--- src/adp_params.svh ---
/*
  Constants for the card-side data transfer port: PIO wait, Multiword DMA
  request, Ultra DMA bursts. Assumes inclusion by bare name.
*/
`ifndef ADP_PARAMS_SVH
`define ADP_PARAMS_SVH
`define ADP_CLK_NS        25
`define ADP_RD_LEAD_NS    25
`define ADP_RD_LEAD_CYC   ((`ADP_RD_LEAD_NS + `ADP_CLK_NS - 1) / `ADP_CLK_NS)
`define ADP_SETTLE_NS     75
`define ADP_SETTLE_CYC    ((`ADP_SETTLE_NS + `ADP_CLK_NS - 1) / `ADP_CLK_NS)
`define ADP_FIFO_DEPTH    32
`define ADP_CRC_INIT      16'h4aba
`define ADP_CRC_POLY      16'h1021
`define ADP_ADDR_LOW_BITS 3
`define ADP_MODE_MEM      2'h0
`define ADP_MODE_IO       2'h1
`define ADP_MODE_IDE      2'h2
`endif

--- src/adp_pkg.sv ---
/*
  Types shared by the transfer port modules. Assumes adp_params.svh constants.
*/
package adp_pkg;
  typedef struct packed {
    logic       ce1_b;
    logic       ce2_b;
    logic [2:0] addr;
  } adp_dev_addr_t;

  typedef struct packed {
    logic        rd_strobe;
    logic        wr_strobe;
    logic        reg_sel;
    logic [10:0] addr;
    logic        ce1_b;
    logic        ce2_b;
  } adp_host_pins_t;

  typedef enum logic [6:0] {
    ADP_IDLE    = 7'h01,
    ADP_PIO     = 7'h02,
    ADP_MDMA    = 7'h04,
    ADP_U_IN    = 7'h08,
    ADP_U_OUT   = 7'h10,
    ADP_U_CRC   = 7'h20,
    ADP_PAUSE   = 7'h40
  } adp_state_t;
endpackage

--- src/adp_fifo.sv ---
/*
  Word FIFO with valid/ready on both sides. Assumes one clock, async low reset.
*/
`timescale 1ns/10ps
module adp_fifo #(
  parameter int WIDTH = 16,
  parameter int DEPTH = 32
) (
  // Clock and reset
  input  wire logic             clk,
  input  wire logic             rst_b,
  // Fill side
  input  wire logic             in_valid,
  output logic                  in_ready,
  input  wire logic [WIDTH-1:0] in_data,
  // Drain side
  output logic                  out_valid,
  input  wire logic             out_ready,
  output logic [WIDTH-1:0]      out_data
);
  localparam int AW = $clog2(DEPTH);
  logic [WIDTH-1:0] mem [DEPTH];
  logic [AW-1:0]    wp_reg, wp_next, rp_reg, rp_next;
  logic [AW:0]      cnt_reg, cnt_next;
  logic             push, pop, in_ready_reg, out_valid_reg;
  logic [WIDTH-1:0] out_data_reg, out_data_next;

  always_comb begin
    push     = in_valid && in_ready_reg;
    pop      = out_ready && out_valid_reg;
    wp_next  = push ? wp_reg + 1'b1 : wp_reg;
    rp_next  = pop ? rp_reg + 1'b1 : rp_reg;
    cnt_next = cnt_reg + (AW+1)'(push) - (AW+1)'(pop);
    // Head word registered; a word written into the head slot bypasses memory
    out_data_next = (push && (wp_reg == rp_next)) ? in_data : mem[rp_next];
  end

  always_ff @(posedge clk or negedge rst_b) begin
    if (!rst_b) begin
      wp_reg        <= '0;
      rp_reg        <= '0;
      cnt_reg       <= '0;
      in_ready_reg  <= 1'b1;
      out_valid_reg <= 1'b0;
      out_data_reg  <= '0;
    end else begin
      wp_reg        <= wp_next;
      rp_reg        <= rp_next;
      cnt_reg       <= cnt_next;
      in_ready_reg  <= (cnt_next != (AW+1)'(DEPTH));
      out_valid_reg <= (cnt_next != '0);
      out_data_reg  <= out_data_next;
    end
  end

  always_ff @(posedge clk) begin
    if (push) begin
      mem[wp_reg] <= in_data;
    end
  end

  assign in_ready  = in_ready_reg;
  assign out_valid = out_valid_reg;
  assign out_data  = out_data_reg;
endmodule // adp_fifo

--- src/adp_crc.sv ---
/*
  Burst CRC accumulator, one 16-bit word per step. Assumes same clock as user.
*/
`timescale 1ns/10ps
`include "adp_params.svh"
module adp_crc (
  // Clock and reset
  input  wire logic        clk,
  input  wire logic        rst_b,
  // Control and data
  input  wire logic        clear,
  input  wire logic        step,
  input  wire logic [15:0] word,
  output logic [15:0]      crc
);
  logic [15:0] crc_reg, crc_next;

  function automatic logic [15:0] crc_word(input logic [15:0] c, input logic [15:0] d);
    logic [15:0] r;
    r = c;
    for (int i = 15; i >= 0; i--) begin
      r = (r[15] ^ d[i]) ? ((r << 1) ^ `ADP_CRC_POLY) : (r << 1);
    end
    return r;
  endfunction

  always_comb begin
    crc_next = crc_reg;
    if (clear) begin
      crc_next = `ADP_CRC_INIT;
    end else if (step) begin
      crc_next = crc_word(crc_reg, word);
    end
  end

  always_ff @(posedge clk or negedge rst_b) begin
    if (!rst_b) begin
      crc_reg <= `ADP_CRC_INIT;
    end else begin
      crc_reg <= crc_next;
    end
  end

  assign crc = crc_reg;
endmodule // adp_crc

--- src/adp_port.sv ---
/*
  Card-side data transfer port: PIO wait insertion, Multiword DMA request,
  Ultra DMA bursts with double-edge strobes and CRC check on data-out bursts. Assumes host pins
  are asynchronous to clk; card core supplies/consumes words on user ports.
*/
`timescale 1ns/10ps
`include "adp_params.svh"
module adp_port #(
  parameter int DEPTH = `ADP_FIFO_DEPTH
) (
  // Clock and reset
  input  wire logic                 clk,
  input  wire logic                 rst_b,
  // Host control pins
  input  wire adp_pkg::adp_host_pins_t host_pins,
  input  wire logic                 cable_select_in,
  // Host data bus, three-signal form
  input  wire logic [15:0]          host_data_in,
  output logic [15:0]               host_data_out,
  output logic [15:0]               host_data_oe,
  // Device outputs
  output logic                      iordy_out,
  output logic                      dmarq_out,
  output logic                      host_interrupt_out,
  output logic                      iocs16_b,
  // Core configuration
  input  wire logic [1:0]           if_mode,
  input  wire logic                 udma_sel_req,
  input  wire logic                 udma_sel_valid,
  input  wire logic                 dma_cmd,
  input  wire logic                 dma_dir_in,
  input  wire logic                 byte_wide,
  input  wire logic                 core_busy,
  // Core data
  input  wire logic                 tx_valid,
  output logic                      tx_ready,
  input  wire logic [15:0]          tx_data,
  output logic                      rx_valid,
  input  wire logic                 rx_ready,
  output logic [15:0]               rx_data,
  // Status
  output logic                      crc_error,
  output adp_pkg::adp_dev_addr_t    dev_addr,
  output logic                      burst_active
);
  import adp_pkg::*;

  // Input synchronisers
  adp_host_pins_t hp_s1, hp_s2;
  logic [15:0]    hd_s1, hd_s2;
  logic           cs_s1, cs_s2;
  always_ff @(posedge clk or negedge rst_b) begin
    if (!rst_b) begin
      hp_s1 <= '{1'b1, 1'b1, 1'b1, 11'h000, 1'b1, 1'b1};
      hp_s2 <= '{1'b1, 1'b1, 1'b1, 11'h000, 1'b1, 1'b1};
      hd_s1 <= 16'h0000;
      hd_s2 <= 16'h0000;
      cs_s1 <= 1'b0;
      cs_s2 <= 1'b0;
    end else begin
      hp_s1 <= host_pins;
      hp_s2 <= hp_s1;
      hd_s1 <= host_data_in;
      hd_s2 <= hd_s1;
      cs_s1 <= cable_select_in;
      cs_s2 <= cs_s1;
    end
  end

  // Pin meanings; strobe and select pins are active low
  logic rd_act, wr_act, dmack, stop, hstrobe, hdmardy, sel;
  always_comb begin
    rd_act  = !hp_s2.rd_strobe;
    wr_act  = !hp_s2.wr_strobe;
    dmack   = !hp_s2.reg_sel;
    stop    = wr_act;
    hstrobe = hp_s2.rd_strobe;
    hdmardy = !hp_s2.rd_strobe;
    sel     = !hp_s2.ce1_b || !hp_s2.ce2_b;
  end

  // FIFOs and CRC
  logic        rxf_in_valid, rxf_in_ready, txf_out_ready, txf_out_valid;
  logic [15:0] rxf_in_data, txf_out_data, crc_val;
  logic        crc_clear, crc_step;
  logic [15:0] crc_word_in;

  adp_fifo #(.WIDTH(16), .DEPTH(DEPTH)) u_rx_fifo (
    .clk(clk), .rst_b(rst_b),
    .in_valid(rxf_in_valid), .in_ready(rxf_in_ready), .in_data(rxf_in_data),
    .out_valid(rx_valid), .out_ready(rx_ready), .out_data(rx_data)
  );
  adp_fifo #(.WIDTH(16), .DEPTH(DEPTH)) u_tx_fifo (
    .clk(clk), .rst_b(rst_b),
    .in_valid(tx_valid), .in_ready(tx_ready), .in_data(tx_data),
    .out_valid(txf_out_valid), .out_ready(txf_out_ready), .out_data(txf_out_data)
  );
  adp_crc u_crc (
    .clk(clk), .rst_b(rst_b), .clear(crc_clear), .step(crc_step),
    .word(crc_word_in), .crc(crc_val)
  );

  // Main state
  adp_state_t  st_reg, st_next;
  logic        udma_en_reg, udma_en_next;
  logic        iordy_reg, iordy_next;
  logic        dmarq_reg, dmarq_next;
  logic        intr_reg, intr_next;
  logic        crcerr_reg, crcerr_next;
  logic        strb_reg, strb_next;
  logic        hs_last_reg, hs_last_next;
  logic        rd_last_reg, rd_last_next;
  logic [15:0] dout_reg, dout_next;
  logic [15:0] doe_reg, doe_next;
  logic [1:0]  cnt_reg, cnt_next;
  logic        rd_pend_reg, rd_pend_next;
  logic        iocs_reg, iocs_next;
  adp_dev_addr_t addr_reg, addr_next;

  always_comb begin
    st_next      = st_reg;
    udma_en_next = udma_en_reg;
    iordy_next   = iordy_reg;
    dmarq_next   = dmarq_reg;
    intr_next    = intr_reg;
    crcerr_next  = crcerr_reg;
    strb_next    = strb_reg;
    hs_last_next = hstrobe;
    rd_last_next = rd_act;
    dout_next    = dout_reg;
    doe_next     = doe_reg;
    cnt_next     = cnt_reg;
    rd_pend_next = rd_pend_reg;
    rxf_in_valid = 1'b0;
    rxf_in_data  = hd_s2;
    txf_out_ready = 1'b0;
    crc_clear    = 1'b0;
    crc_step     = 1'b0;
    crc_word_in  = hd_s2;
    // Low three address bits only; lines 3..10 ignored
    addr_next    = '{hp_s2.ce1_b, hp_s2.ce2_b, hp_s2.addr[`ADP_ADDR_LOW_BITS-1:0]};
    iocs_next    = !(sel && !byte_wide);
    if (udma_sel_valid) begin
      udma_en_next = udma_sel_req;
    end
    // Clear first so a burst end in the same cycle still raises the interrupt
    if (!dma_cmd) begin
      intr_next = 1'b0;
    end
    unique case (st_reg)
      ADP_IDLE: begin
        doe_next   = 16'h0000;
        iordy_next = 1'b1;
        strb_next  = 1'b1;
        if (dma_cmd && (dma_dir_in ? txf_out_valid : rxf_in_ready)) begin
          dmarq_next = 1'b1;
        end else begin
          dmarq_next = 1'b0;
        end
        if (dmarq_reg && dmack && udma_en_reg && dma_cmd) begin
          crc_clear = 1'b1;
          cnt_next  = 2'(`ADP_SETTLE_CYC);
          st_next   = dma_dir_in ? ADP_U_IN : ADP_U_OUT;
        end else if (dmarq_reg && dmack && dma_cmd) begin
          st_next = ADP_MDMA;
        end else if (sel && (rd_act || wr_act)) begin
          if (core_busy) begin
            iordy_next = 1'b0;
          end
          rd_pend_next = rd_act;
          st_next      = ADP_PIO;
        end
      end
      ADP_PIO: begin
        if (rd_pend_reg) begin
          doe_next  = byte_wide ? 16'h00ff : 16'hffff;
          dout_next = txf_out_data;
        end
        if (iordy_reg == 1'b0) begin
          if (!core_busy) begin
            // Data placed first, IORDY raised after the lead time
            if (cnt_reg == 2'(`ADP_RD_LEAD_CYC)) begin
              iordy_next = 1'b1;
              cnt_next   = 2'h0;
            end else begin
              cnt_next = cnt_reg + 2'h1;
            end
          end
        end else if (!rd_act && !wr_act) begin
          if (rd_pend_reg) begin
            txf_out_ready = 1'b1;
          end else begin
            rxf_in_valid = 1'b1;
          end
          doe_next = 16'h0000;
          st_next  = ADP_IDLE;
        end
      end
      ADP_MDMA: begin
        if (!dmack) begin
          st_next = ADP_IDLE;
        end else if (dma_dir_in) begin
          dout_next = txf_out_data;
          doe_next  = 16'hffff;
          if (rd_last_reg && !rd_act) begin
            txf_out_ready = 1'b1;
          end
          dmarq_next = txf_out_valid;
        end else begin
          doe_next = 16'h0000;
          if (wr_act && !rd_last_reg && rxf_in_ready) begin
            rxf_in_valid = 1'b1;
          end
          rd_last_next = wr_act;
          dmarq_next   = rxf_in_ready;
        end
      end
      ADP_U_IN: begin
        doe_next = 16'hffff;
        if (!dmack) begin
          st_next = ADP_IDLE;
        end else if (stop) begin
          dmarq_next = 1'b0;
          st_next    = ADP_PAUSE;
        end else if (cnt_reg != 2'h0) begin
          cnt_next = cnt_reg - 2'h1;
        end else if (hdmardy && txf_out_valid) begin
          // Word on the bus, then the strobe flips after settling
          if (dout_reg == txf_out_data && doe_reg == 16'hffff) begin
            strb_next     = !strb_reg;
            txf_out_ready = 1'b1;
            crc_step      = 1'b1;
            crc_word_in   = txf_out_data;
            cnt_next      = 2'(`ADP_SETTLE_CYC);
          end
          dout_next = txf_out_data;
        end
      end
      ADP_U_OUT: begin
        doe_next   = 16'h0000;
        iordy_next = !rxf_in_ready;
        if (!dmack) begin
          st_next = ADP_IDLE;
        end else if (stop) begin
          dmarq_next = 1'b0;
          st_next    = ADP_U_CRC;
        end else if (hstrobe != hs_last_reg) begin
          rxf_in_valid = 1'b1;
          crc_step     = 1'b1;
        end
      end
      ADP_U_CRC: begin
        if (!dmack) begin
          crcerr_next = crcerr_reg || (hd_s2 != crc_val);
          intr_next   = 1'b1;
          st_next     = ADP_IDLE;
        end
      end
      ADP_PAUSE: begin
        if (!dmack) begin
          doe_next  = 16'h0000;
          intr_next = 1'b1;
          st_next   = ADP_IDLE;
        end
      end
      default: st_next = ADP_IDLE;
    endcase
  end

  always_ff @(posedge clk or negedge rst_b) begin
    if (!rst_b) begin
      st_reg      <= ADP_IDLE;
      udma_en_reg <= 1'b0;
      iordy_reg   <= 1'b1;
      dmarq_reg   <= 1'b0;
      intr_reg    <= 1'b0;
      crcerr_reg  <= 1'b0;
      strb_reg    <= 1'b1;
      hs_last_reg <= 1'b1;
      rd_last_reg <= 1'b0;
      dout_reg    <= 16'h0000;
      doe_reg     <= 16'h0000;
      cnt_reg     <= 2'h0;
      rd_pend_reg <= 1'b0;
      iocs_reg    <= 1'b1;
      addr_reg    <= '{1'b1, 1'b1, 3'h0};
    end else begin
      st_reg      <= st_next;
      udma_en_reg <= udma_en_next;
      iordy_reg   <= iordy_next;
      dmarq_reg   <= dmarq_next;
      intr_reg    <= intr_next;
      crcerr_reg  <= crcerr_next;
      strb_reg    <= strb_next;
      hs_last_reg <= hs_last_next;
      rd_last_reg <= rd_last_next;
      dout_reg    <= dout_next;
      doe_reg     <= doe_next;
      cnt_reg     <= cnt_next;
      rd_pend_reg <= rd_pend_next;
      iocs_reg    <= iocs_next;
      addr_reg    <= addr_next;
    end
  end

  // IORDY pin carries DSTROBE during a data-in burst
  logic iordy_pin_reg, burst_reg;
  always_ff @(posedge clk or negedge rst_b) begin
    if (!rst_b) begin
      iordy_pin_reg <= 1'b1;
      burst_reg     <= 1'b0;
    end else begin
      iordy_pin_reg <= (st_next == ADP_U_IN) ? strb_next : iordy_next;
      burst_reg     <= (st_next == ADP_U_IN) || (st_next == ADP_U_OUT) ||
                       (st_next == ADP_U_CRC) || (st_next == ADP_PAUSE);
    end
  end

  assign host_data_out      = dout_reg;
  assign host_data_oe       = doe_reg;
  assign iordy_out          = iordy_pin_reg;
  assign dmarq_out          = dmarq_reg;
  assign host_interrupt_out = intr_reg;
  assign iocs16_b           = iocs_reg;
  assign crc_error          = crcerr_reg;
  assign dev_addr           = addr_reg;
  assign burst_active       = burst_reg;
endmodule // adp_port

--- config.mk ---
export PLATFORM = sky130hd
export DESIGN_NAME = adp_port
export DESIGN_NICKNAME = d
export VERILOG_FILES = /design/src/adp_pkg.sv /design/src/adp_fifo.sv /design/src/adp_crc.sv /design/src/adp_port.sv
export VERILOG_INCLUDE_DIRS = /design/src
export SDC_FILE = /design/constraint.sdc
export NUM_CORES = 2
export LEC_CHECK = 0
export ABC_CLOCK_PERIOD_IN_PS = 12250
export BUFFER_PORTS_ARGS = -buffer_cell sky130_fd_sc_hd__buf_2
export CAP_MARGIN = 10
export CORE_MARGIN = 3
export CORE_UTILIZATION = 27
export DETAILED_ROUTE_END_ITERATION = 8
export PLACE_DENSITY = 0.44
export SLEW_MARGIN = 20
export SYNTH_ARGS = -nofsm -noshare
export SYNTH_HDL_FRONTEND = slang
export SYNTH_SLANG_ARGS = --single-unit
--- constraint.sdc ---
create_clock -name clk -period 12.25 [get_ports clk]
set_input_delay 0.6125 -clock clk [delete_from_list [all_inputs] [get_ports clk]]
set_output_delay 0.6125 -clock clk [all_outputs]
set_load 0.1 [all_outputs]
==> impl_metrics.csv <==
group,metric,value,unit
yosys,avgSynthCellArea,18.5,sq um
floorplanning,boundaryPins,122,
yosys,netlist_instances,2834,
route,antenna_left,0,
global_routing,antenna_found_initial,8,
job,cap_violations,0,
floorplanning,dieArea,199000,sq um
timing,tightest_slew,1.09,ns
finish,n_fill_cell,18400,
clocking,cts_tree,"yes",
global_routing,grt_max_degree,98,
timing,final_hold_viol_count,0,
clocking,clk_path_buf_depth,3,
yosys,async_reset_ff_share,15.7,%
route,wl_met1,61700,um
pwr,power.density,227,nW/um^2
timing,max-slew-margin-rel,26.9,%
yosys,ys_seq_area_share,68.0,%
route,num_vias,27600,
floorplanning,die-height,446,um
critical_path,setup.worst_path.end,"u_tx_fifo.out_data[8]$_DFF_PN0_",
pwr,ir_drop,0.186,mV
timing,drv_slew,0,
critical_path,crit_path_start,"host_data_oe[14]$_DFFE_PN0P_",
critical_path,critPathKind,"flop to flop",
global_routing,overflow,0,
clocking,cts.sinks,1214,
yosys,ys_types,77,
floorplanning,core_area,191000,sq um
finish,drive_gt1_share,30.0,%
placed_design,port_buffers,110,
route,drt-initial-drc-count,2200,
route,wl,144000,um
finish,top_regs,"u_rx_fifo.mem x512, u_tx_fifo.mem x512",
yosys,ys_warn_count,0,
yosys,synthesis.nets,2922,
timing,post-route-period-util,50.8,%
finish,nets,3146,
critical_path,rr_worst_depth,13,
clocking,clk_latency,0.77,ns
clocking,cts_buffers,139,
critical_path,path_max_fanout,41,
yosys,synth_top_area_cell,"edfxtp_1",
clocking,htree_levels,4,
pwr,p_leak,20.2,nW
critical_path,reg2reg_to,"u_tx_fifo.out_data[8]$_DFF_PN0_",
critical_path,required,12.89,ns
global_routing,grt_use_total,14.4,%
clocking,cts_setup_buffers,0,
critical_path,r2r_slack,6.03,ns
timing,setup_tns,0,ns
placed_design,finalWeightedCongestion,0.775,
route,dr_wl_met3,6290,um
floorplanning,die_x,446,um
yosys,synthTopCellsByArea,"edfxtp_1 59%, mux4_2 17%, dfrtp_1 7.8%",
timing,clock_skew,0.0295,ns
global_routing,grt_pass1_vias,28300,
timing,max_freq,161,MHz
yosys,yosysTopAreaCellShare,58.8,%
timing,rsz0062_at_grt,"no",
route,drc,0,
finish,syn2layout_area_growth,16.9,%
worst_hold_path,holdCritPathClass,"input pin to flop",
route,highest_layer,"met5",
yosys,synth_seq_cells,1214,
floorplanning,fp-row-count,160,
route,vias_per_cell,4.86,
route,wl_per_cell,25.4,um
placed_design,dp_hpwl,85300,um
yosys,synth_edf_count,1024,
critical_path,start_kind,"flop",
timing,fin_crit,6.22,ns
finish,stdcell_area,61100,sq um
floorplanning,start_util,27.3,%
yosys,synthesis.area,52300,sq um
status,status,"finished, final reports clean",
clocking,root_buffer,"clkbuf_16",
critical_path,cp.arrival,6.86,ns
clocking,clk_pin_slew,0.06,ns
placed_design,placed_cell_area,56500,sq um
critical_path,endpoint_kind,"flop",
critical_path,r2r-start,"host_data_oe[14]$_DFFE_PN0P_",
route,dr.pass1.iters,5,
yosys,synth_top_flop_cell,"edfxtp_1",
timing,finalSetupViolCount,0,
global_routing,grt_pass1_wl,208000,um
route,wl_met2,72000,um
## cells by family after synthesis
kind of cell               share of synthesized area (%)
DFF                                                 68.0
muxes                                               20.2
and+or+nand+nor                                     3.98
AOI/OAI and AO/OA                                   3.83
buffers and inverters                               1.69
xor gates and xnor gates                            1.69
adders and majority gates                          0.675
## cells in the mapped netlist (all sizes together) (14+ instances only)
library cell / number
o22ai: 45
ha: 25
nor4: 18
xor2: 40
mux2i: 134
nand4b: 17
or3: 14
clkbuf: 112
buf: 61
inv: 46
nand3: 32
xnor2: 55
nor2: 131
a21oi: 81
edfxtp: 1024
mux4: 390
dfstp: 28
nand4: 14
o221ai: 19
nor3: 26
o21ai: 38
o21a: 20
nand2: 103
nor2b: 20
mux2: 36
dfrtp: 162
## per-layer routing
metal / up-vias / track usage (%)
met5: - / 0
met4: 4 / 4.79
met3: 204 / 2.80
met2: 618 / 24.4
met1: 14700 / 18.6
li1: 12000 / -
## report_power, final
part	internal [mW]	total (mW)	switching [mW]
Combinational	1.96	4.77	2.80
Clock	2.39	4.06	1.66
Sequential	4.81	5.08	0.269
## metrics by stage
step / total power [mW] / util, % / setup WS [ns] / cells / hold slack, ns
after CTS: 14.2 / 31.9 / 5.86 / 5676 / 0.0248
after detailed placement: 10.1 / 29.5 / 5.89 / 5402 / 0.335
final: 13.9 / 31.9 / 6.03 / 5683 / 0.105
after global routing: 14.6 / 31.9 / 5.57 / 5678 / 0.0607
after floorplan: 8.61 / - / 8.05 / 2834 / 0.317
after global placement: 10.1 / 29.5 / 5.86 / 5402 / 0.333
## area by class of cell
class / instances / area (sq um) / area share [%]
multi-input cells: 1400 / 16100 / 26.4
well taps: 2511 / 3140 / 5.14
clock inverters: 59 / 599 / 0.980
clock buffers: 189 / 3780 / 6.18
inverters: 47 / 176 / 0.289
diodes: 7 / 17.5 / 0.0287
repair buffers: 256 / 1750 / 2.86
flip-flops and latches: 1214 / 35500 / 58.1
## critical path, cell delays in order (launching register included)
cell	delay, ns
dfrtp_1	0.37
nand4_1	0.14
nor4_1	0.82
and4_1	0.77
a21boi_1	0.49
a21oi_4	0.28
buf_4	0.67
buf_4	0.80
mux2i_1	0.43
o22ai_1	0.24
a2111oi_1	0.46
buf_4	0.22
a21oi_1	0.04
mux2_4	0.26
## worst min-delay path by stage
stage                                      start                           end  depth (start not counted)
after global placement    addr_next[1]$_DFF_PN0_         dev_addr[1]$_DFF_PN0_                          0
after global routing                     dma_cmd  host_interrupt_out$_DFF_PN0_                          2
after floorplan                            rst_b        addr_next[0]$_DFF_PN0_                          0
final                                    dma_cmd  host_interrupt_out$_DFF_PN0_                          2
after detailed placement     hd_s1[13]$_DFF_PN0_           hd_s2[13]$_DFF_PN0_                          0
after CTS                                dma_cmd  host_interrupt_out$_DFF_PN0_                          2
## placed cells by master, fill, tap and decap left out, drive strengths merged, types with 36 or more instances in the layout
| cell type | n |
|---|---|
| xnor2 | 55 |
| clkbuf | 189 |
| o22ai | 45 |
| nor2 | 131 |
| xor2 | 40 |
| buf | 230 |
| mux2i | 134 |
| o21ai | 38 |
| nand2 | 103 |
| inv | 58 |
| mux4 | 390 |
| dfrtp | 162 |
| edfxtp | 1024 |
| a21oi | 81 |
| mux2 | 36 |
## what timing repair did
item / in CTS / in global routing
hold endpoints to repair: 90 / 0
resized for setup: 0 / 0
hold buffers: 26 / 0
(Power assumes the default switching activity.)
